`src/rtl/monitor_pkg.sv`:
```
package monitor_pkg;

   // widths and counts
   localparam int PV_W          = 24;
   localparam int NCH           = 4;
   localparam int DISC_W        = 13;
   localparam int PER_W         = 6;

   // timing
   localparam int CLK_PERIOD_NS = 10;
   localparam int MS_NS         = 1000000;
   localparam int MS_CYCLES_DEF = MS_NS / CLK_PERIOD_NS;

   localparam logic [PER_W-1:0] PERIOD_FINE_MS   = PER_W'(60);
   localparam logic [PER_W-1:0] PERIOD_MID_MS    = PER_W'(10);
   localparam logic [PER_W-1:0] PERIOD_COARSE_MS = PER_W'(5);

   localparam logic [DISC_W-1:0] DISC_RTD4_MS  = DISC_W'(5000);
   localparam logic [DISC_W-1:0] DISC_MV_MS    = DISC_W'(1000);
   localparam logic [DISC_W-1:0] DISC_OTHER_MS = DISC_W'(500);

   // value scale: 0 is 0 %, SPAN_INT is 100 % of the range
   localparam int SPAN_INT = 1048576;
   localparam logic signed [PV_W-1:0] LIM_P115  = PV_W'(SPAN_INT * 115 / 100);
   localparam logic signed [PV_W-1:0] LIM_M15   = PV_W'(-(SPAN_INT * 15 / 100));
   localparam logic signed [PV_W-1:0] LIM_P1075 = PV_W'(SPAN_INT * 1075 / 1000);
   localparam logic signed [PV_W-1:0] LIM_M75   = PV_W'(-(SPAN_INT * 75 / 1000));
   localparam logic signed [PV_W-1:0] PV_ZERO   = PV_W'(0);
   localparam logic signed [PV_W-1:0] PV_MID    = PV_W'(SPAN_INT / 2);

   typedef enum logic [3:0] {
      RNG_RTD_3W    = 4'b0000,
      RNG_RTD_4W    = 4'b0001,
      RNG_TC        = 4'b0010,
      RNG_MV_USER   = 4'b0011,
      RNG_POT       = 4'b0100,
      RNG_MA_4_20   = 4'b0101,
      RNG_V_1_5     = 4'b0110,
      RNG_V_0_1P25  = 4'b0111,
      RNG_V_0_5     = 4'b1000,
      RNG_V_0_10    = 4'b1001,
      RNG_MA_0_20   = 4'b1010,
      RNG_V_PM1P25  = 4'b1011,
      RNG_V_PM5     = 4'b1100,
      RNG_V_PM10    = 4'b1101,
      RNG_V_PM10_US = 4'b1110
   } range_t;

   typedef enum logic [1:0] {
      RES_FINE   = 2'b00,
      RES_MID    = 2'b01,
      RES_COARSE = 2'b10
   } res_t;

   typedef struct packed {
      logic [1:0]             chan;
      logic signed [PV_W-1:0] data;
   } sample_t;

   // register byte addresses
   localparam logic [7:0] ADDR_CTRL     = 8'h00;
   localparam logic [7:0] ADDR_RANGE    = 8'h04;
   localparam logic [7:0] ADDR_STATUS   = 8'h08;
   localparam logic [7:0] ADDR_PV0      = 8'h0C;
   localparam logic [7:0] ADDR_IRQ_STAT = 8'h1C;
   localparam logic [7:0] ADDR_IRQ_CLR  = 8'h20;
   localparam logic [7:0] ADDR_IRQ_EN   = 8'h24;

   // reset values
   localparam logic [8:0]  CTRL_RST   = 9'h000;
   localparam logic [15:0] RANGE_RST  = 16'h0000;
   localparam logic [4:0]  IRQ_EN_RST = 5'h00;

   // field positions
   localparam int CTRL_RES_LSB   = 0;
   localparam int CTRL_CLAMP_LSB = 4;
   localparam int CTRL_RUN_BIT   = 8;
   localparam int STAT_DISC_LSB  = 4;
   localparam int IRQ_DONE_BIT   = 0;
   localparam int IRQ_FAULT_LSB  = 1;

endpackage

```
`src/rtl/chan_check.sv`:
```
`timescale 1ns/1ps
`default_nettype none
module chan_check
   import monitor_pkg::*;
(
   input  wire logic                   mclk,
   input  wire logic                   nrst,
   input  wire logic                   ms_tick,
   input  wire range_t                 range_sel,
   input  wire logic                   clamp_high,
   input  wire logic                   open_pin,
   input  wire logic                   sample_valid,
   input  wire logic signed [PV_W-1:0] sample_data,
   output logic                        fault,
   output logic                        disc,
   output logic signed [PV_W-1:0]      pv
);

   logic                   open_meta;
   logic                   open_sync;
   logic [DISC_W-1:0]      disc_cnt;
   logic [DISC_W-1:0]      next_disc_cnt;
   logic                   next_disc;
   logic                   next_fault;
   logic signed [PV_W-1:0] next_pv;
   logic [DISC_W-1:0]      disc_limit;
   logic                   temp_cls;
   logic                   uni_clamp;
   logic                   uni_zero;
   logic                   ma020;
   logic                   bip;
   logic signed [PV_W-1:0] hi_lim;
   logic signed [PV_W-1:0] lo_lim;
   logic                   over;
   logic                   under;

   always_comb begin
      temp_cls  = (range_sel <= RNG_POT);
      uni_clamp = (range_sel == RNG_MA_4_20) || (range_sel == RNG_V_1_5);
      uni_zero  = (range_sel >= RNG_V_0_1P25) && (range_sel <= RNG_V_0_10);
      ma020     = (range_sel == RNG_MA_0_20);
      bip       = (range_sel >= RNG_V_PM1P25);
      hi_lim    = bip ? LIM_P1075 : LIM_P115;
      lo_lim    = bip ? LIM_M75 : LIM_M15;
      over      = (sample_data > hi_lim);
      under     = (sample_data < lo_lim) && !ma020;
      if (range_sel == RNG_RTD_4W) begin
         disc_limit = DISC_RTD4_MS;
      end else if (range_sel == RNG_MV_USER) begin
         disc_limit = DISC_MV_MS;
      end else begin
         disc_limit = DISC_OTHER_MS;
      end
   end

   // open-wire debounce and sample evaluation
   always_comb begin
      next_disc_cnt = disc_cnt;
      next_fault    = fault;
      next_pv       = pv;
      if (!open_sync) begin
         next_disc_cnt = '0;
      end else if (ms_tick && disc_cnt < disc_limit) begin
         next_disc_cnt = disc_cnt + DISC_W'(1);
      end
      next_disc = open_sync && (next_disc_cnt >= disc_limit);
      if (sample_valid) begin
         // flag recomputed each sample, so it clears once healthy
         next_fault = over || under ||
                      (disc && (temp_cls || uni_clamp || uni_zero));
         next_pv    = sample_data;
         if (disc) begin
            if (temp_cls) begin
               next_pv = clamp_high ? LIM_P115 : LIM_M15;
            end else if (uni_clamp) begin
               next_pv = LIM_M15;
            end else if (uni_zero || ma020) begin
               next_pv = PV_ZERO;
            end else begin
               next_pv = PV_MID;
            end
         end
      end
   end

   always_ff @(posedge mclk) begin
      if (!nrst) begin
         open_meta <= 1'b0;
         open_sync <= 1'b0;
         disc_cnt  <= '0;
         disc      <= 1'b0;
         fault     <= 1'b0;
         pv        <= PV_ZERO;
      end else begin
         open_meta <= open_pin;
         open_sync <= open_meta;
         disc_cnt  <= next_disc_cnt;
         disc      <= next_disc;
         fault     <= next_fault;
         pv        <= next_pv;
      end
   end
endmodule
`default_nettype wire

```
`src/rtl/input_range_error_monitor.sv`:
```
// How it works
// - all four inputs converted each period: 60, 10 or 5 ms by resolution
// - new value readable within one period plus one host scan
// - temperature, mV, pot inputs: fault on open wire or outside -15..115 %
// - those inputs store 115 % or -15 % on open wire, by clamp setting
// - open wire found in about 5 s, 1 s or 0.5 s by input type
// - unipolar voltage and 4-20 mA ranges: fault on open wire or band exit
// - 4-20 mA and 1-5 V store -15 % on open wire
// - other unipolar voltage ranges store the 0 V value on open wire
// - 0-20 mA flags only above 115 %, no low check
// - 0-20 mA stores the 0 mA value on open wire
// - bipolar ranges flag outside -7.5 .. 107.5 %
// - bipolar ranges store the 0 V value on open wire
`timescale 1ns/1ps
`default_nettype none
module input_range_error_monitor
   import monitor_pkg::*;
#(
   parameter int MS_CYCLES = MS_CYCLES_DEF
)(
   input  wire logic            mclk,
   input  wire logic            nrst,
   input  wire logic            psel,
   input  wire logic            penable,
   input  wire logic            pwrite,
   input  wire logic [7:0]      paddr,
   input  wire logic [31:0]     pwdata,
   output logic [31:0]          prdata,
   output logic                 pready,
   output logic                 pslverr,
   output logic                 conv_start,
   input  wire logic            sample_valid,
   input  wire sample_t         sample,
   input  wire logic [NCH-1:0]  open_pin,
   output logic                 irq
);

   localparam int MS_W = $clog2(MS_CYCLES + 1);

   logic [8:0]             ctrl;
   logic [8:0]             next_ctrl;
   logic [15:0]            range_cfg;
   logic [15:0]            next_range_cfg;
   logic [4:0]             irq_en;
   logic [4:0]             next_irq_en;
   logic [4:0]             irq_stat;
   logic [4:0]             next_irq_stat;
   logic [31:0]            next_prdata;
   logic                   next_pslverr;
   logic                   next_irq;
   logic [MS_W-1:0]        ms_cnt;
   logic [MS_W-1:0]        next_ms_cnt;
   logic                   ms_tick;
   logic                   next_ms_tick;
   logic [PER_W-1:0]       period_cnt;
   logic [PER_W-1:0]       next_period_cnt;
   logic [PER_W-1:0]       period_len;
   logic                   next_conv_start;
   logic [NCH-1:0]         fault;
   logic [NCH-1:0]         fault_d;
   logic [NCH-1:0]         disc;
   logic signed [PV_W-1:0] pv [NCH];
   logic [4:0]             events;
   logic                   setup;
   logic                   wr_en;
   logic [3:0]             clamp_high;

   assign clamp_high = ctrl[CTRL_CLAMP_LSB +: NCH];

   // per-channel fault checking
   genvar g;
   generate
      for (g = 0; g < NCH; g++) begin : gen_ch
         chan_check u_chk (
            .mclk         (mclk),
            .nrst         (nrst),
            .ms_tick      (ms_tick),
            .range_sel    (range_t'(range_cfg[4*g +: 4])),
            .clamp_high   (clamp_high[g]),
            .open_pin     (open_pin[g]),
            .sample_valid (sample_valid && sample.chan == 2'(g)),
            .sample_data  (sample.data),
            .fault        (fault[g]),
            .disc         (disc[g]),
            .pv           (pv[g])
         );
      end
   endgenerate

   // conversion period select
   always_comb begin
      unique case (res_t'(ctrl[CTRL_RES_LSB +: 2]))
         RES_MID:    period_len = PERIOD_MID_MS;
         RES_COARSE: period_len = PERIOD_COARSE_MS;
         default:    period_len = PERIOD_FINE_MS;
      endcase
   end

   // ms divider and period timer
   always_comb begin
      next_ms_cnt     = ms_cnt + MS_W'(1);
      next_ms_tick    = 1'b0;
      next_period_cnt = period_cnt;
      next_conv_start = 1'b0;
      if (ms_cnt == MS_W'(MS_CYCLES - 1)) begin
         next_ms_cnt  = '0;
         next_ms_tick = 1'b1;
      end
      if (!ctrl[CTRL_RUN_BIT]) begin
         next_period_cnt = '0;
      end else if (ms_tick) begin
         if (period_cnt == '0) begin
            next_period_cnt = period_len - PER_W'(1);
            next_conv_start = 1'b1;
         end else begin
            next_period_cnt = period_cnt - PER_W'(1);
         end
      end
   end

   always_ff @(posedge mclk) begin
      if (!nrst) begin
         ms_cnt     <= '0;
         ms_tick    <= 1'b0;
         period_cnt <= '0;
         conv_start <= 1'b0;
      end else begin
         ms_cnt     <= next_ms_cnt;
         ms_tick    <= next_ms_tick;
         period_cnt <= next_period_cnt;
         conv_start <= next_conv_start;
      end
   end

   // apb slave, zero wait states; read data captured in setup
   assign setup  = psel && !penable;
   assign wr_en  = psel && penable && pwrite;
   assign pready = psel && penable;
   assign events = {fault & ~fault_d, conv_start};

   always_comb begin
      next_ctrl      = ctrl;
      next_range_cfg = range_cfg;
      next_prdata    = prdata;
      next_pslverr   = pslverr;
      if (setup) begin
         next_prdata  = 32'h0000_0000;
         next_pslverr = 1'b0;
         unique case (paddr)
            ADDR_CTRL:     next_prdata = 32'(ctrl);
            ADDR_RANGE:    next_prdata = 32'(range_cfg);
            ADDR_STATUS:   next_prdata = 32'({disc, fault});
            ADDR_PV0,
            ADDR_PV0 + 8'h04,
            ADDR_PV0 + 8'h08,
            ADDR_PV0 + 8'h0C:
               next_prdata = 32'(pv[2'((paddr - ADDR_PV0) >> 2)]);
            ADDR_IRQ_STAT: next_prdata = 32'(irq_stat);
            ADDR_IRQ_CLR:  next_prdata = 32'h0000_0000;
            ADDR_IRQ_EN:   next_prdata = 32'(irq_en);
            default:       next_pslverr = 1'b1;
         endcase
      end
      if (wr_en) begin
         unique case (paddr)
            ADDR_CTRL:    next_ctrl      = pwdata[8:0];
            ADDR_RANGE:   next_range_cfg = pwdata[15:0];
            default:      next_ctrl      = ctrl;
         endcase
      end
   end

   // sticky interrupt status, clear and enable
   always_comb begin
      next_irq_stat = irq_stat | events;
      next_irq_en   = irq_en;
      if (wr_en && paddr == ADDR_IRQ_CLR) begin
         // an event in the clear cycle survives the clear
         next_irq_stat = (irq_stat & ~pwdata[4:0]) | events;
      end
      if (wr_en && paddr == ADDR_IRQ_EN) begin
         next_irq_en = pwdata[4:0];
      end
      next_irq = |(next_irq_stat & next_irq_en);
   end

   always_ff @(posedge mclk) begin
      if (!nrst) begin
         ctrl      <= CTRL_RST;
         range_cfg <= RANGE_RST;
         prdata    <= 32'h0000_0000;
         pslverr   <= 1'b0;
      end else begin
         ctrl      <= next_ctrl;
         range_cfg <= next_range_cfg;
         prdata    <= next_prdata;
         pslverr   <= next_pslverr;
      end
   end

   always_ff @(posedge mclk) begin
      if (!nrst) begin
         irq_en   <= IRQ_EN_RST;
         irq_stat <= '0;
         irq      <= 1'b0;
         fault_d  <= '0;
      end else begin
         irq_en   <= next_irq_en;
         irq_stat <= next_irq_stat;
         irq      <= next_irq;
         fault_d  <= fault;
      end
   end
endmodule
`default_nettype wire

```
`config.mk`:
```
export PLATFORM = sky130hd
export DESIGN_NAME = input_range_error_monitor
export DESIGN_NICKNAME = d
export VERILOG_FILES = /design/src/rtl/monitor_pkg.sv /design/src/rtl/chan_check.sv /design/src/rtl/input_range_error_monitor.sv
export SDC_FILE = /design/constraint.sdc
export NUM_CORES = 1
export LEC_CHECK = 0
export ABC_AREA = 1
export BUFFER_PORTS_ARGS = -buffer_cell sky130_fd_sc_hd__buf_2
export CAP_MARGIN = 10
export CORE_MARGIN = 5
export CORE_UTILIZATION = 50
export CTS_CLUSTER_SIZE = 16
export DETAILED_ROUTE_END_ITERATION = 8
export PLACE_DENSITY = 0.68
export SETUP_SLACK_MARGIN = 0.15
export SLEW_MARGIN = 20
export SYNTH_ARGS = -nofsm -noshare
export SYNTH_HDL_FRONTEND = slang
export SYNTH_SLANG_ARGS = --single-unit
```
`constraint.sdc`:
```
create_clock -name mclk -period 5.6 [get_ports mclk]
set_input_delay 0.56 -clock mclk [delete_from_list [all_inputs] [get_ports mclk]]
set_output_delay 0.56 -clock mclk [all_outputs]
set_load 0.01 [all_outputs]
```
# Yosys cells after proc, flatten, opt, wreduce, memory -nomap -nowiden
# Cells that the tools add are included.
dict set report op_classes {
  addsub 8
  magnitude_cmp 33
  eq_ne 35
  muxes 55
  bitwise_logic 9
  reduce_logical 69
}
# operator count
set op_table {}
lappend op_table {{$mux W24} 18}
lappend op_table {{$pmux W32 S6} 1}
lappend op_table {{$mux W13} 12}
lappend op_table {{$mux W18} 8}
lappend op_table {{$gt A24 B24 Y1} 4}
lappend op_table {{$lt A24 B24 Y1} 4}
lappend op_table {{$mux W20} 4}
lappend op_table {{$add A13 B1 Y13 const B} 4}
lappend op_table {{$ge A13 B13 Y1} 4}
lappend op_table {{$lt A13 B13 Y1} 4}
lappend op_table {{$bmux W24 S2} 1}
lappend op_table {{$mux W10} 4}
lappend op_table {{$eq A4 B3 Y1 const B} 8}
lappend op_table {{$eq A8 B5 Y1 const B} 4}
lappend op_table {{$logic_and A1 B1 Y1} 29}
lappend op_table {{$logic_or A1 B1 Y1} 24}
lappend op_table {{$add A17 B1 Y17 const B} 1}
lappend op_table {{$eq A17 B17 Y1 const B} 1}
lappend op_table {{$eq A4 B1 Y1 const B} 4}
lappend op_table {{$eq A4 B2 Y1 const B} 4}
lappend op_table {{$eq A4 B4 Y1 const B} 4}
lappend op_table {{$eq A8 B4 Y1 const B} 2}
lappend op_table {{$eq A8 B6 Y1 const B} 2}
lappend op_table {{$ge A4 B3 Y1 const B} 4}
lappend op_table {{other kinds (30)} 54}
dict set report word_totals {
  ff_bits 262
  in_bits 76
  output_inout_bits 36
  elab_cells 245
}

# Depth between registers and ports, before layout
# Gate-level depths: netlist of the first run.
dict set report logic_depth {
  ltp_word 9
  depth_mapped 25
  depth_no_buf 25
}

# Modules after synthesis
# A second synthesis of the first run with hierarchy kept.
dict set report unflattened {
  hier_cells 2430
  area_unflattened_um2 16254.3
}
# mod instances cells_each area_per_inst_um2
set by_module_without_submodules {}
lappend by_module_without_submodules {{chan_check at gen_ch[0].u_chk ...} 3 411 2807.7}
lappend by_module_without_submodules {input_range_error_monitor 1 779 5007.3}
lappend by_module_without_submodules {{chan_check at gen_ch[3].u_chk} 1 418 2824.0}

# Worst setup path before layout of the first run
# Ideal clock, no wire load.
dict set report synth_path {
  path_type {flip-flop to flip-flop}
  startpoint {reg range_cfg[10]}
  endpoint {reg gen_ch[2].u_chk.disc}
  setup_time_ps 67
  t_arrival_ps 3045
  t_required_ps 5533
  setup_slack_ps 2488
  path_stages_with_launch 24
  n_path_buf 1
  path_cell_list {dfxtp_1 > inv_1 > nand2_2 > nor2_4 > inv_1 > ha_1 > inv_1 > nor2_1 > nand2_1 > nor2_1 > nand3_4 > nand2_4 > buf_6 > mux2_2 > inv_1 > nor2_1 > ha_1 > nand2_1 > nand3b_1 > nor2_1 > nand2_1 > nor2_1 > nand2_1 > a21oi_2}
}
dict set report synth_between {
  elab_chain_len 9
  elab_cells_between_ends 10
}
# item line
set synth_lines {}
lappend synth_lines {{start: declaration} input_range_error_monitor.sv:42} ;# logic [15:0] range_cfg;
lappend synth_lines {{start signal: assignment} input_range_error_monitor.sv:195} ;# range_cfg <= next_range_cfg;
lappend synth_lines {{$eq A4 B2 Y1} chan_check.sv:49} ;# end else if (range_sel == RNG_MV_USER) begin
lappend synth_lines {{$mux W10} chan_check.sv:49}
lappend synth_lines {{$mux W13 (*)} chan_check.sv:47} ;# if (range_sel == RNG_RTD_4W) begin
lappend synth_lines {{$lt A13 B13 Y1 (*)} chan_check.sv:63} ;# end else if (ms_tick && disc_cnt < disc_limit) begin
lappend synth_lines {{$logic_and A1 B1 Y1 (*)} chan_check.sv:63}
lappend synth_lines {{$mux W13 (*)} chan_check.sv:63}
lappend synth_lines {{$mux W13 (*)} chan_check.sv:61} ;# if (!open_sync) begin
lappend synth_lines {{net gen_ch[2].u_chk.next_disc_cnt[12]} chan_check.sv:22} ;# logic [DISC_W-1:0] next_disc_cnt;
lappend synth_lines {{$ge A13 B13 Y1 (*)} chan_check.sv:66} ;# next_disc = open_sync && (next_disc_cnt >= disc_limit);
lappend synth_lines {{$logic_and A1 B1 Y1 (*)} chan_check.sv:66}
lappend synth_lines {{end signal: assignment} chan_check.sv:98} ;# disc <= next_disc;
lappend synth_lines {{end: declaration} chan_check.sv:15} ;# output logic disc,
# The timed path passes the listed nets; every way through them passes the cells marked *.
# A chain may end at the register's enable or synchronous reset.

# Worst setup path in the final report of the first run
dict set report layout_path {
  startpoint {reg range_cfg[0]}
  endpoint {reg gen_ch[0].u_chk.disc}
}
dict set report layout_between {
  elab_chain_len 9
  elab_cells_between_ends 10
}
# item line
set layout_lines {}
lappend layout_lines {{$eq A4 B2 Y1} chan_check.sv:49}
lappend layout_lines {{$mux W10} chan_check.sv:49}
lappend layout_lines {{$mux W13 (*)} chan_check.sv:47}
lappend layout_lines {{$lt A13 B13 Y1 (*)} chan_check.sv:63}
lappend layout_lines {{$logic_and A1 B1 Y1 (*)} chan_check.sv:63}
lappend layout_lines {{$mux W13 (*)} chan_check.sv:63}
lappend layout_lines {{$mux W13 (*)} chan_check.sv:61}
lappend layout_lines {{net gen_ch[0].u_chk.next_disc_cnt[9]} chan_check.sv:22}
lappend layout_lines {{$ge A13 B13 Y1 (*)} chan_check.sv:66}
lappend layout_lines {{$logic_and A1 B1 Y1 (*)} chan_check.sv:66}
lappend layout_lines {{end signal: assignment} chan_check.sv:98}
lappend layout_lines {{end: declaration} chan_check.sv:15}
# Marks and branches as above.

==> flow_summary.rst, run 1 <==
.. list-table::
   :header-rows: 1

   * - Metric
     - Value
   * - Quantity of I/O buffers inserted on ports
     - 95
   * - Number of different library cells in the post-synthesis netlist
     - 56
   * - Most area-hungry cell type in the Yosys netlist
     - sky130_fd_sc_hd__dfxtp_1
   * - Count of flip-flops with a built-in enable after synthesis
     - 0
   * - Post-layout total power
     - between 0.004 and 0.005 W
   * - Synth top area cells
     - sky130_fd_sc_hd__dfxtp_1 32%, sky130_fd_sc_hd__nand2_1 9.9%, sky130_fd_sc_hd__ha_1 9.4%
   * - Worst setup slack for register-to-register paths
     - around 1900 ps
   * - Initial standard-cell utilization of the core
     - 50.6%
   * - Post-Route Skew
     - between 10 and 15 ps
   * - Dominant register cell in the synthesized netlist
     - sky130_fd_sc_hd__dfxtp_1
   * - Non-Filler Cell Area, Final
     - about 0.018 mm²
   * - Post-Synthesis Cell Area
     - 0.0160 mm²
   * - Sum Neg Setup Slack
     - 0 ps
   * - Half-perimeter wire length after detailed placement
     - 34400 µm
   * - Maximum fanout along the worst path
     - 15
   * - Master cell of the clock root buffer
     - sky130_fd_sc_hd__clkbuf_16
   * - Total number of H-tree levels
     - 1
   * - Count of pins over their slew limit
     - 0
   * - Slew at the pin closest to its max-slew limit
     - 1100 ps
   * - Post-synthesis xor/xnor area fraction
     - 2.13%
   * - Number of clock sinks
     - between 200 and 300
   * - Mapped Nets
     - between 2000 and 3000
   * - Hold buffers post-CTS
     - 0
   * - Cts repair resizes
     - 0
   * - Peak ir drop on the vdd network
     - approximately 210 µV
   * - Post-Place Cell Area
     - ~0.017 mm²
   * - Startpoint types
     - flop
   * - Number of global-route vias before repair
     - between 15000 and 20000
   * - Class of the tightest hold or removal check
     - in2reg
   * - Maximum clock path buffer count
     - 3
   * - Largest net degree at the start of global routing
     - approximately 120
   * - Number of nets in the layout
     - between 2000 and 3000
   * - Area added between synthesis and finish
     - 10.0%
   * - Share of the clock period used by the worst path after layout
     - 66.0%
   * - DRT antenna net count
     - 0
   * - Max-cap check violation count
     - 0
   * - Number of filler cells placed in the layout
     - 3122
   * - DRC violation total after the first TritonRoute iteration
     - about 1300
   * - Aggregate global routing overflow
     - 0
   * - TritonCTS clock tree
     - done
   * - Worst Hold Launch
     - open_pin[2]
   * - Wire length after detailed routing
     - between 40000 and 50000 µm
   * - Combinational family with the most area after synthesis
     - simple AND/OR/NAND/NOR gates
   * - Post-synthesis register bit count
     - about 250
   * - Clock Latency Late Sink
     - 550 ps
   * - Placement Rows
     - 65
   * - Slew margin rel.
     - between 20% and 30%
   * - Count of endpoints failing hold in the final timing report
     - 0
   * - Ratio of cells with drive above 1 in the final layout
     - 9.72%
   * - Worst endpoint required time
     - around 6100 ps
   * - Mux cell area share after synthesis
     - 0.0703%
   * - Footprint of the multi-input gates
     - 0.00936 mm²
   * - Leakage power
     - just under 8 nW
   * - Post-CTS clock slew at the launch and capture registers of the worst setup and hold paths
     - ~60 ps
   * - Leading cell type in the layout, fill and taps excluded
     - sky130_fd_sc_hd__nand2_1
   * - Die Ht
     - around 190 µm
   * - Worst reg2reg startpoint
     - range_cfg[0]
   * - First-pass GRT wire length
     - 78500 µm
   * - Overall die area
     - roughly 0.036 mm²
   * - Run status
     - completed
   * - Cells on Worst Hold Path
     - 3
   * - Global Route Usage Sum
     - between 20% and 30%
   * - Worst setup timing slack at the placement stage
     - ~1900 ps
   * - Synth Area in Simple Gates
     - between 20% and 30%
   * - DRC errors left
     - 0
   * - DP Cell Count
     - around 2800
   * - Clock period minus final worst setup slack
     - ~3700 ps
   * - Share of flip-flops with an asynchronous set or reset
     - 0%
   * - Antenna cell count
     - 0
   * - Critical path type
     - reg2reg
   * - Crit path setup slack, layout
     - between 1500 and 2000 ps
   * - Maximum operating frequency
     - between 0.2 and 0.3 GHz
   * - Post-Synthesis Cells
     - approximately 2400
   * - End of the worst register-to-register path
     - gen_ch[0].u_chk.disc
   * - Die X
     - 189 µm
   * - Compound-gate portion of the synthesized area
     - between 10% and 20%
   * - Vias per std cell
     - ~5.7
   * - Count of warnings emitted by yosys
     - 0
   * - Area taken by flip-flops and latches
     - between 0.005 and 0.006 mm²
   * - Endpoint class of the critical path
     - flop
   * - Post-Synthesis Mean Instance Area
     - 6.81 µm²
   * - Final instance count without filler cells
     - between 2000 and 3000
   * - First-pass iteration count of the detailed router
     - 6
   * - Antenna violations before repair
     - 0
   * - RSZ-0062 raised after global routing
     - no
   * - Detailed-route via count
     - 16000
   * - Final count of negative-setup-slack endpoints
     - 0
   * - Most frequent cells in the layout
     - 422 x sky130_fd_sc_hd__nand2_1, 281 x sky130_fd_sc_hd__inv_1, 269 x sky130_fd_sc_hd__nor2_1, 254 x sky130_fd_sc_hd__dfxtp_1, 221 x sky130_fd_sc_hd__o21ai_0
   * - Proportion of netlist area held by the largest area contributor
     - 31.7%
   * - Sequential share of the synthesized area
     - between 30% and 40%
   * - Data arrival at the endpoint of the critical path
     - between 4000 and 5000 ps
   * - WL/cell
     - around 17 µm
   * - Final GP Congestion
     - 0.934
   * - Pwr Density
     - 239 mW/mm²
   * - Cts bufs inserted
     - 29
   * - Capture endpoint of the worst hold path
     - gen_ch[2].u_chk.open_meta
   * - Number of buffers added for setup after CTS
     - 0
   * - Number of cells on the worst reg-to-reg path
     - 23
   * - Boundary Pins
     - 112
   * - Adder-cell share of the synthesized area
     - roughly a tenth
   * - Placeable core region
     - between 0.03 and 0.04 mm²
## worst max-delay path by stage
stage / startpoint / to / slack [ps] / depth (start not counted)
finish: range_cfg[0] / gen_ch[0].u_chk.disc / 1910 / 23
global route: range_cfg[12] / gen_ch[3].u_chk.disc / 1500 / 21
CTS: range_cfg[12] / gen_ch[3].u_chk.disc / 1900 / 20
detailed placement: paddr[2] / range_cfg[14] / 1920 / 9
global placement: range_cfg[12] / gen_ch[3].u_chk.disc / 1920 / 20
floorplan: range_cfg[10] / gen_ch[2].u_chk.disc / 2490 / 23
## metrics by stage
stage | hold slack, ps | utilization, %
after CTS | 171 | 55.7
after detailed placement | 405 | 52.6
after floorplan | 390 | -
after global routing | 195 | 55.7
final | 194 | 55.7
after global placement | 401 | 52.6
## critical path, stage by stage, from the launching register on
cell	delay, ps
sky130_fd_sc_hd__dfxtp_1	520
sky130_fd_sc_hd__nand2_1	150
sky130_fd_sc_hd__nor2_4	210
sky130_fd_sc_hd__inv_1	80
sky130_fd_sc_hd__ha_1	300
sky130_fd_sc_hd__inv_1	40
sky130_fd_sc_hd__nor2_1	120
sky130_fd_sc_hd__nand2_1	70
sky130_fd_sc_hd__nor2_1	180
sky130_fd_sc_hd__nand3_2	240
sky130_fd_sc_hd__nand2_4	250
sky130_fd_sc_hd__inv_1	120
sky130_fd_sc_hd__nand4_1	100
sky130_fd_sc_hd__xor2_1	220
sky130_fd_sc_hd__nor2_1	80
sky130_fd_sc_hd__ha_1	280
sky130_fd_sc_hd__nand2_1	50
sky130_fd_sc_hd__inv_1	70
sky130_fd_sc_hd__nand3_1	70
sky130_fd_sc_hd__nor2_1	100
sky130_fd_sc_hd__nand3_1	70
sky130_fd_sc_hd__nor2_1	90
sky130_fd_sc_hd__nand2_1	90
sky130_fd_sc_hd__a21oi_2	130
## cell usage after synthesis (all sizes together), types with 5 or more instances
cell type  instances
nor2             290
buf               30
nor3              64
xor2              34
dfxtp            254
nand2            448
a21oi            200
clkinv             6
a31oi             10
nor3b              5
o22ai             15
a221oi            21
o21ai            226
nand4             35
o2111ai            8
nand3b            15
xnor2              5
nand3            128
a211oi            15
inv              287
ha               120
nor4              26
clkbuf            77
## logic make-up after synthesis
logic type | Yosys count
XOR/XNOR | 39
AND/OR/NAND/NOR | 1019
multiplexers | 1
buffers and inverters | 400
AO/OA/AOI/OAI | 519
flip-flops | 254
adder cells (fa/ha/maj) | 120
## final cells by class
cell class                      instances  share of cell area [%]
Multi-Input combinational cell       1698                    53.1
Clock buffer                           40                    4.58
Sequential cell                       254                    28.8
Timing Repair Buffer                  111                    3.39
Inverter                              293                    6.25
Tap cell                              402                    2.85
Clock inverter                         12                    1.01
## routing by layer
metal / share of wire, % / global-route usage (%)
met1: 44 / 35.4
met2: 46 / 44.2
met3: 7.1 / 3.56
met4: 3.4 / 8.21
met5: 0 / 0
## power by group
group          leakage [nW]  internal (W)  total (W)  switching, W
sequential             2.06       0.00186    0.00188     0.0000265
clock                 0.473       0.00119    0.00196      0.000773
combinational          5.17      0.000111   0.000371      0.000260
total                  7.71       0.00316    0.00422       0.00106
## flip-flops by register name, indices dropped and copies added (netlist names), 4 cells and up
register                flops
gen_ch.u_chk.pv            96
gen_ch.u_chk.disc_cnt      52
prdata                     24
ms_cnt                     17
range_cfg                  16
ctrl                        9
period_cnt                  6
irq_en                      5
irq_stat                    5
fault_d                     4
gen_ch.u_chk.disc           4
gen_ch.u_chk.fault          4
gen_ch.u_chk.open_meta      4
gen_ch.u_chk.open_sync      4
Note: power is estimated with default switching activity, not from simulation.
==> run 2: changes to the inputs <==
==> constraint.sdc (replaced) <==
create_clock -name mclk -period 3.75 [get_ports mclk]
set_input_delay 0.375 -clock mclk [delete_from_list [all_inputs] [get_ports mclk]]
set_output_delay 0.375 -clock mclk [all_outputs]
set_load 0.01 [all_outputs]
==> flow_summary.rst, run 2 (synthesis results as in run 1) <==
.. list-table::
   :header-rows: 1

   * - Metric
     - Value
   * - Leading cell type in the layout, fill and taps excluded
     - sky130_fd_sc_hd__nand2_1
   * - Quantity of I/O buffers inserted on ports
     - 95
   * - Combinational share of power
     - 8.8%
   * - Share of the clock period used by the worst path after layout
     - 91.4%
   * - DRT antenna net count
     - 0
   * - Antenna violations before repair
     - 0
   * - Sum Neg Setup Slack
     - 0 ps
   * - Startpoint types
     - flop
   * - Power spent charging and discharging nets
     - 0.00158 W
   * - Number of clock sinks
     - between 200 and 300
   * - Worst setup slack for register-to-register paths
     - between 300 and 400 ps
   * - Die X
     - 189 µm
   * - Switching power as a share of total power
     - 24.5%
   * - Area added between synthesis and finish
     - 12.0%
   * - Vias per std cell
     - between 5 and 6
   * - Clock period minus final worst setup slack
     - 3430 ps
   * - Maximum operating frequency
     - between 0.2 and 0.3 GHz
   * - Largest net degree at the start of global routing
     - roughly 110
   * - List of cells traversed by the critical path
     - inv_2 > nand2_2 > nor2_4 > inv_1 > ha_1 > inv_1 > nor2_1 > nand4_1 > nor2_1 > nor2_4 > nand2_8 > buf_4 > nor3_1 > xor2_1 > nor2_1 > ha_1 > nand2_1 > nand3b_1 > nor2_1 > nand2_1 > nor2_1 > nand2_1 > a21oi_2
   * - Pwr Density
     - roughly 360 mW/mm²
   * - Cell type of the slowest stage on the worst timing path
     - sky130_fd_sc_hd__dfxtp_1
   * - Worst reg2reg startpoint
     - range_cfg[15]
   * - Maximum fanout along the worst path
     - 9
   * - DP Cell Count
     - between 2000 and 3000
   * - Cells on Worst Hold Path
     - 3
   * - Die Ht
     - about 190 µm
   * - Placeable core region
     - around 0.032 mm²
   * - Class of the tightest hold or removal check
     - in2reg
   * - Worst setup timing slack at the placement stage
     - 364 ps
   * - Slew margin rel.
     - approximately a third
   * - Maximum clock path buffer count
     - 3
   * - Post-CTS clock slew at the launch and capture registers of the worst setup and hold paths
     - around 60 ps
   * - Cts bufs inserted
     - 29
   * - Final GP Congestion
     - ~0.93
   * - Share of total power in the clock network
     - ~48%
   * - Top Layer Used
     - met4
   * - Number of nets in the layout
     - approximately 2600
   * - Number of global-route vias before repair
     - 15100
   * - Endpoint class of the critical path
     - flop
   * - Final hold slack
     - approximately 15 ps
   * - Largest reg by FF count
     - gen_ch.u_chk.pv
   * - Count of endpoints failing hold in the final timing report
     - 0
   * - Critical Path Most Common Cell
     - sky130_fd_sc_hd__nor2_1
   * - Number of flip-flops in the largest register
     - between 90 and 100
   * - Area taken by flip-flops and latches
     - 0.00508 mm²
   * - Wl on met1
     - around 21000 µm
   * - Aggregate global routing overflow
     - 0
   * - Final count of negative-setup-slack endpoints
     - 0
   * - DRC errors left
     - 0
   * - Ratio of cells with drive above 1 in the final layout
     - a little over a tenth
   * - First-pass iteration count of the detailed router
     - 6
   * - Data arrival at the endpoint of the critical path
     - 3910 ps
   * - Run status
     - completed
   * - End of the worst register-to-register path
     - gen_ch[3].u_chk.disc
   * - Placement Rows
     - 65
   * - Boundary Pins
     - 112
   * - Most frequent cells in the layout
     - 422 x sky130_fd_sc_hd__nand2_1, 279 x sky130_fd_sc_hd__inv_1, 266 x sky130_fd_sc_hd__nor2_1, 254 x sky130_fd_sc_hd__dfxtp_1, 221 x sky130_fd_sc_hd__o21ai_0
   * - Number of filler cells placed in the layout
     - between 3000 and 4000
   * - Capture endpoint of the worst hold path
     - gen_ch[2].u_chk.open_meta
   * - Post-Route Skew
     - 13.8 ps
   * - Slew at the pin closest to its max-slew limit
     - approximately 990 ps
   * - Footprint of the multi-input gates
     - roughly 0.0094 mm²
   * - Detailed-route via count
     - 16100
   * - Antenna cell count
     - 0
   * - Final instance count without filler cells
     - 2840
   * - Met3 wire len
     - approximately 3900 µm
   * - WL/cell
     - 17.5 µm
   * - First-pass GRT wire length
     - 79200 µm
   * - Count of pins over their slew limit
     - 0
   * - Initial standard-cell utilization of the core
     - 50.6%
   * - Wire length after detailed routing
     - between 40000 and 50000 µm
   * - Half-perimeter wire length after detailed placement
     - ~35000 µm
   * - Clock Latency Late Sink
     - about 560 ps
   * - Peak ir drop on the vdd network
     - about 320 µV
   * - DRC violation total after the first TritonRoute iteration
     - about 1400
   * - Master cell of the clock root buffer
     - sky130_fd_sc_hd__clkbuf_16
   * - Critical path type
     - reg2reg
   * - RSZ-0062 raised after global routing
     - yes
   * - Crit path setup slack, layout
     - 322 ps
   * - Delay of the slowest cell on the worst path
     - around 370 ps
   * - Largest regs
     - gen_ch.u_chk.pv (96), gen_ch.u_chk.disc_cnt (52), prdata (24)
   * - TritonCTS clock tree
     - done
   * - Worst Hold Launch
     - open_pin[2]
   * - Global Route Usage Sum
     - a little over a quarter
   * - Worst endpoint required time
     - between 4000 and 5000 ps
   * - Number of cells on the worst reg-to-reg path
     - 23
   * - Met2 WL post-DR
     - 22700 µm
   * - Total number of H-tree levels
     - 1
   * - Flop pwr share
     - 43.6%
   * - Post-layout total power
     - ~0.0064 W
   * - Max-cap check violation count
     - 0
   * - Overall die area
     - 0.0357 mm²
   * - Internal cell power
     - just under 0.005 W
   * - Leakage power
     - roughly 7.9 nW
==> run 2: layout make-up <==
type / count / share of cell area [%]
clock buffer: 42 / 4.59
clock inverter: 9 / 1.14
inverter: 293 / 6.14
multi-input combinational: 1698 / 52.3
sequential: 254 / 28.3
tap: 402 / 2.80
timing repair buffer: 142 / 4.66
==> run 2: metal layers <==
| layer | global-route usage, % | vias up |
|---|---|---|
| li1 | - | 7930 |
| met1 | 36.1 | 7438 |
| met2 | 43.8 | 624 |
| met3 | 4.06 | 118 |
| met4 | 9.02 | 0 |
| met5 | 0 | - |
==> run 2: critical path, delay by kind of cell, from the launching register on <==
kind                       cells  cell delay (ps)
AOI/OAI and AO/OA              1              100
xor gates and xnor gates       1              220
adders and majority gates      2              580
buffers and inverters          4              460
DFF                            1              370
and+or+nand+nor               15             1590
==> run 2: timing repair <==
item | in CTS | in global routing
hold buffers | 2 | 0
resized for setup | 0 | 9
setup endpoints to repair | 0 | 3
buffers inserted | 0 | 13
hold endpoints to repair | 2 | 0
==> run 2: power groups by stage <==
| stage | Clock (W) | Combinational [W] | Sequential, W |
|---|---|---|---|
| after floorplan | 0 | 0.000343 | 0.00286 |
| after global placement | 0 | 0.000537 | 0.00287 |
| after detailed placement | 0 | 0.000549 | 0.00287 |
| after CTS | 0.00311 | 0.000554 | 0.00281 |
| after global routing | 0.00321 | 0.000623 | 0.00282 |
| final | 0.00307 | 0.000564 | 0.00281 |
==> run 2: worst max path at each step <==
stage | start | to | slack [ps] | depth (start not counted)
2_1_floorplan | range_cfg[10] | gen_ch[2].u_chk.disc | 640 | 23
4_1_cts | range_cfg[13] | gen_ch[3].u_chk.disc | 330 | 22
5_1_grt | range_cfg[15] | gen_ch[3].u_chk.disc | 80 | 22
3_3_place_gp | range_cfg[10] | gen_ch[2].u_chk.disc | 410 | 22
6_report | range_cfg[15] | gen_ch[3].u_chk.disc | 320 | 23
3_5_place_dp | range_cfg[13] | gen_ch[3].u_chk.disc | 360 | 21
==> run 2: metrics by stage <==
stage / util, % / instance area [µm²]
floorplan: - / 16000
global placement: 53.0 / 16800
detailed placement: 53.0 / 16800
CTS: 56.3 / 17800
global route: 56.7 / 17900
finish: 56.7 / 17900
==> run 3: changes to the inputs <==
--- a/config.mk
+++ b/config.mk
@@ -10,6 +10,7 @@
 export CAP_MARGIN = 10
 export CORE_MARGIN = 5
 export CORE_UTILIZATION = 50
+export CTS_CLUSTER_DIAMETER = 80
 export CTS_CLUSTER_SIZE = 16
 export DETAILED_ROUTE_END_ITERATION = 8
 export PLACE_DENSITY = 0.68
@@ -17,4 +18,5 @@
 export SLEW_MARGIN = 20
 export SYNTH_ARGS = -nofsm -noshare
 export SYNTH_HDL_FRONTEND = slang
+export SYNTH_HIERARCHICAL = 1
 export SYNTH_SLANG_ARGS = --single-unit
==> flow_summary.rst, run 3 <==
.. list-table::
   :header-rows: 1

   * - Metric
     - Value
   * - Master cell of the clock root buffer
     - sky130_fd_sc_hd__clkbuf_16
   * - Wire length after detailed routing
     - ~50000 µm
   * - Synth top area cells
     - sky130_fd_sc_hd__dfxtp_1 31%, sky130_fd_sc_hd__nand2_1 11%, sky130_fd_sc_hd__ha_1 9.3%
   * - Die Ht
     - approximately 190 µm
   * - Mapped Nets
     - roughly 2600
   * - Aggregate global routing overflow
     - 0
   * - Slew margin rel.
     - between 30 and 40%
   * - Post-Synthesis Cell Area
     - around 0.016 mm²
   * - Largest net degree at the start of global routing
     - 50
   * - Endpoint class of the critical path
     - flop
   * - Initial standard-cell utilization of the core
     - between 50% and 60%
   * - Total number of H-tree levels
     - 1
   * - Sum Neg Setup Slack
     - 0 ps
   * - Placeable core region
     - roughly 0.032 mm²
   * - Run status
     - completed
   * - Post-layout total power
     - 0.00525 W
   * - Pwr Density
     - 298 mW/mm²
   * - Slew at the pin closest to its max-slew limit
     - just under 1000 ps
   * - Hold buffers post-CTS
     - 0
   * - Clock period minus final worst setup slack
     - approximately 3200 ps
   * - Most instantiated library cell after synthesis
     - sky130_fd_sc_hd__nand2_1
   * - Share of the clock period used by the worst path after layout
     - between 80% and 90%
   * - Count of pins over their slew limit
     - 0
   * - DRC errors left
     - 0
   * - Cts bufs inserted
     - 19
   * - Half-perimeter wire length after detailed placement
     - between 30000 and 40000 µm
   * - Maximum fanout along the worst path
     - 15
   * - DP Cell Count
     - ~2900
   * - Clock Latency Late Sink
     - ~520 ps
   * - Maximum operating frequency
     - 0.310 GHz
   * - Number of different library cells in the post-synthesis netlist
     - 45
   * - Class of the tightest hold or removal check
     - in2reg
   * - Max-cap check violation count
     - 0
   * - Ratio of cells with drive above 1 in the final layout
     - approximately 8.6%
   * - Combinational share of power
     - about a tenth
   * - Internal cell power
     - 0.00383 W
   * - Share of flip-flops with an asynchronous set or reset
     - 0%
   * - Post-Synthesis Mean Instance Area
     - 6.69 µm²
   * - Switching power as a share of total power
     - 26.9%
   * - Post-Route Skew
     - 26.0 ps
   * - Dominant register cell in the synthesized netlist
     - sky130_fd_sc_hd__dfxtp_1
   * - Final count of negative-setup-slack endpoints
     - 0
   * - Antenna cell count
     - 0
   * - First-pass GRT wire length
     - about 79000 µm
   * - Number of nets in the layout
     - 2685
   * - Critical path type
     - reg2reg
   * - Sequential share of the synthesized area
     - a little under a third
   * - Share of total power in the clock network
     - 36.4%
   * - Proportion of netlist area held by the largest area contributor
     - between 30 and 40%
   * - Count of flip-flops with a built-in enable after synthesis
     - 0
   * - RSZ-0062 raised after global routing
     - yes
   * - Data arrival at the endpoint of the critical path
     - ~3700 ps
   * - Final GP Congestion
     - slightly above 0.9
   * - Post-CTS clock slew at the launch and capture registers of the worst setup and hold paths
     - 80 ps
   * - Most area-hungry cell type in the Yosys netlist
     - sky130_fd_sc_hd__dfxtp_1
   * - WL/cell
     - between 15 and 20 µm
   * - Maximum clock path buffer count
     - 3
   * - DRT antenna net count
     - 0
   * - Global Route Usage Sum
     - a little over a quarter
   * - First-pass iteration count of the detailed router
     - 7
   * - Count of endpoints failing hold in the final timing report
     - 0
   * - Number of clock sinks
     - between 200 and 300
   * - TritonCTS clock tree
     - done
   * - Number of flip-flops in the largest register
     - between 90 and 100
   * - Leakage power
     - 7.32 nW
   * - Largest reg by FF count
     - gen_ch.u_chk/pv
   * - Quantity of I/O buffers inserted on ports
     - 95
   * - Startpoint types
     - flop
   * - Post-Synthesis Cells
     - 2430
   * - Number of global-route vias before repair
     - between 15000 and 20000
   * - Count of warnings emitted by yosys
     - 6
   * - Leading cell type in the layout, fill and taps excluded
     - sky130_fd_sc_hd__nand2_1
   * - Die X
     - approximately 190 µm
   * - Final instance count without filler cells
     - 2930
   * - Largest regs
     - gen_ch.u_chk/pv (96), gen_ch.u_chk/disc_cnt (52), prdata (24)
   * - Peak ir drop on the vdd network
     - between 200 and 250 µV
   * - Most frequent cells in the layout
     - 475 x sky130_fd_sc_hd__nand2_1, 347 x sky130_fd_sc_hd__nor2_1, 264 x sky130_fd_sc_hd__inv_1, 254 x sky130_fd_sc_hd__dfxtp_1, 185 x sky130_fd_sc_hd__nand3_1
   * - Placement Rows
     - 66
   * - List of most frequent post-synthesis cells
     - 475 x sky130_fd_sc_hd__nand2_1, 348 x sky130_fd_sc_hd__nor2_1, 265 x sky130_fd_sc_hd__inv_1, 254 x sky130_fd_sc_hd__dfxtp_1, 188 x sky130_fd_sc_hd__nand3_1
   * - Flop pwr share
     - approximately 53%
   * - Post-synthesis register bit count
     - around 250
   * - Overall die area
     - ~0.036 mm²
   * - Worst endpoint required time
     - 4180 ps
   * - Vias per std cell
     - ~5.6
   * - Boundary Pins
     - 112
   * - Power spent charging and discharging nets
     - between 0.001 and 0.0015 W
   * - Final hold slack
     - approximately 48 ps
   * - Cts repair resizes
     - 0
   * - Area added between synthesis and finish
     - 8.32%
   * - Antenna violations before repair
     - 1
   * - Number of buffers added for setup after CTS
     - 0
   * - Detailed-route via count
     - 16600
   * - DRC violation total after the first TritonRoute iteration
     - around 1800
-- run 3: changes by cell type after synthesis, sizes merged, moves of 6 or more --
cell     before  now
xor2         34   41
nand2       448  488
a31oi        10   65
nand4        35   45
nor3         64   58
o21ai       226  172
clkbuf       77   57
o2111ai       8    0
nand3       128  197
inv         287  274
nor2        290  369
a21oi       200  142
a211oi       15    4
a221oi       21    0
-- run 3: cells by family (layout without fill, tap and decap cells) --
logic type                 Yosys count  count (layout)  share of synthesized area, %
and+or+nand+nor                   1206            1206                          33.0
DFF                                254             254                          31.3
adders and majority gates          121             121                          9.31
AOI/OAI and AO/OA                  433             433                          14.7
buffers and inverters              371             429                          9.30
xor gates and xnor gates            45              45                          2.42
-- run 3: cell type report --
cell class	instances	area, µm²
Sequential cell	254	5080
Tap cell	442	553
Clock inverter	1	8.76
Multi-Input combinational cell	1805	9700
Inverter	282	1060
Fill cell	3200	14700
Clock buffer	20	489
Timing Repair Buffer	126	708
-- run 3: worst max-delay path: stages (launching register included) --
cell and delay (ps):
sky130_fd_sc_hd__dfxtp_1 390, sky130_fd_sc_hd__nor2_4 230, sky130_fd_sc_hd__nand3_2 160, sky130_fd_sc_hd__ha_1 340
sky130_fd_sc_hd__inv_1 40, sky130_fd_sc_hd__nor2_1 80, sky130_fd_sc_hd__nand2_1 60, sky130_fd_sc_hd__inv_1 40
sky130_fd_sc_hd__nand2_1 70, sky130_fd_sc_hd__nor2_1 120, sky130_fd_sc_hd__nand3_2 130, sky130_fd_sc_hd__nand2_4 190
sky130_fd_sc_hd__inv_1 130, sky130_fd_sc_hd__nand3_1 100, sky130_fd_sc_hd__xor2_1 210, sky130_fd_sc_hd__nor2_1 70
sky130_fd_sc_hd__ha_1 270, sky130_fd_sc_hd__nand2_1 50, sky130_fd_sc_hd__nor2_1 90, sky130_fd_sc_hd__nand3b_1 80
sky130_fd_sc_hd__nor2_1 100, sky130_fd_sc_hd__nand2_1 60, sky130_fd_sc_hd__a21oi_2 120
-- run 3: metrics by stage --
step	setup slack [ps]	area, µm²	util (%)
2_1_floorplan	1000	16300	-
3_3_place_gp	578	17100	52.9
3_5_place_dp	502	17100	52.9
4_1_cts	454	17600	54.5
5_1_grt	129	17600	54.5
6_report	526	17600	54.5
-- run 3: worst paths after layout --
kind,slack (ps),start,end,depth (start not counted)
max,530,range_cfg[10],gen_ch[2].u_chk/disc,22
max reg2reg,530,range_cfg[10],gen_ch[2].u_chk/disc,22
min,50,open_pin[0],gen_ch[0].u_chk/open_meta,3
min reg2reg,420,gen_ch[2].u_chk/open_meta,gen_ch[2].u_chk/open_sync,2
-- run 3: layer usage --
metal  track usage [%]  part of all wire (%)  vias up
met3              3.19                   8.2       93
met5                 0                 0.026        -
met2              42.0                    44      663
met1              38.0                    45     7651
li1                  -                     -     8145
met4              7.51                   2.6        2
-- run 3: power groups by stage --
stage               clock [W]  sequential, W  combinational [W]
floorplan                   0        0.00283           0.000316
global placement            0        0.00284           0.000527
detailed placement          0        0.00284           0.000538
CTS                   0.00195        0.00278           0.000540
global route          0.00205        0.00278           0.000609
finish                0.00191        0.00278           0.000555
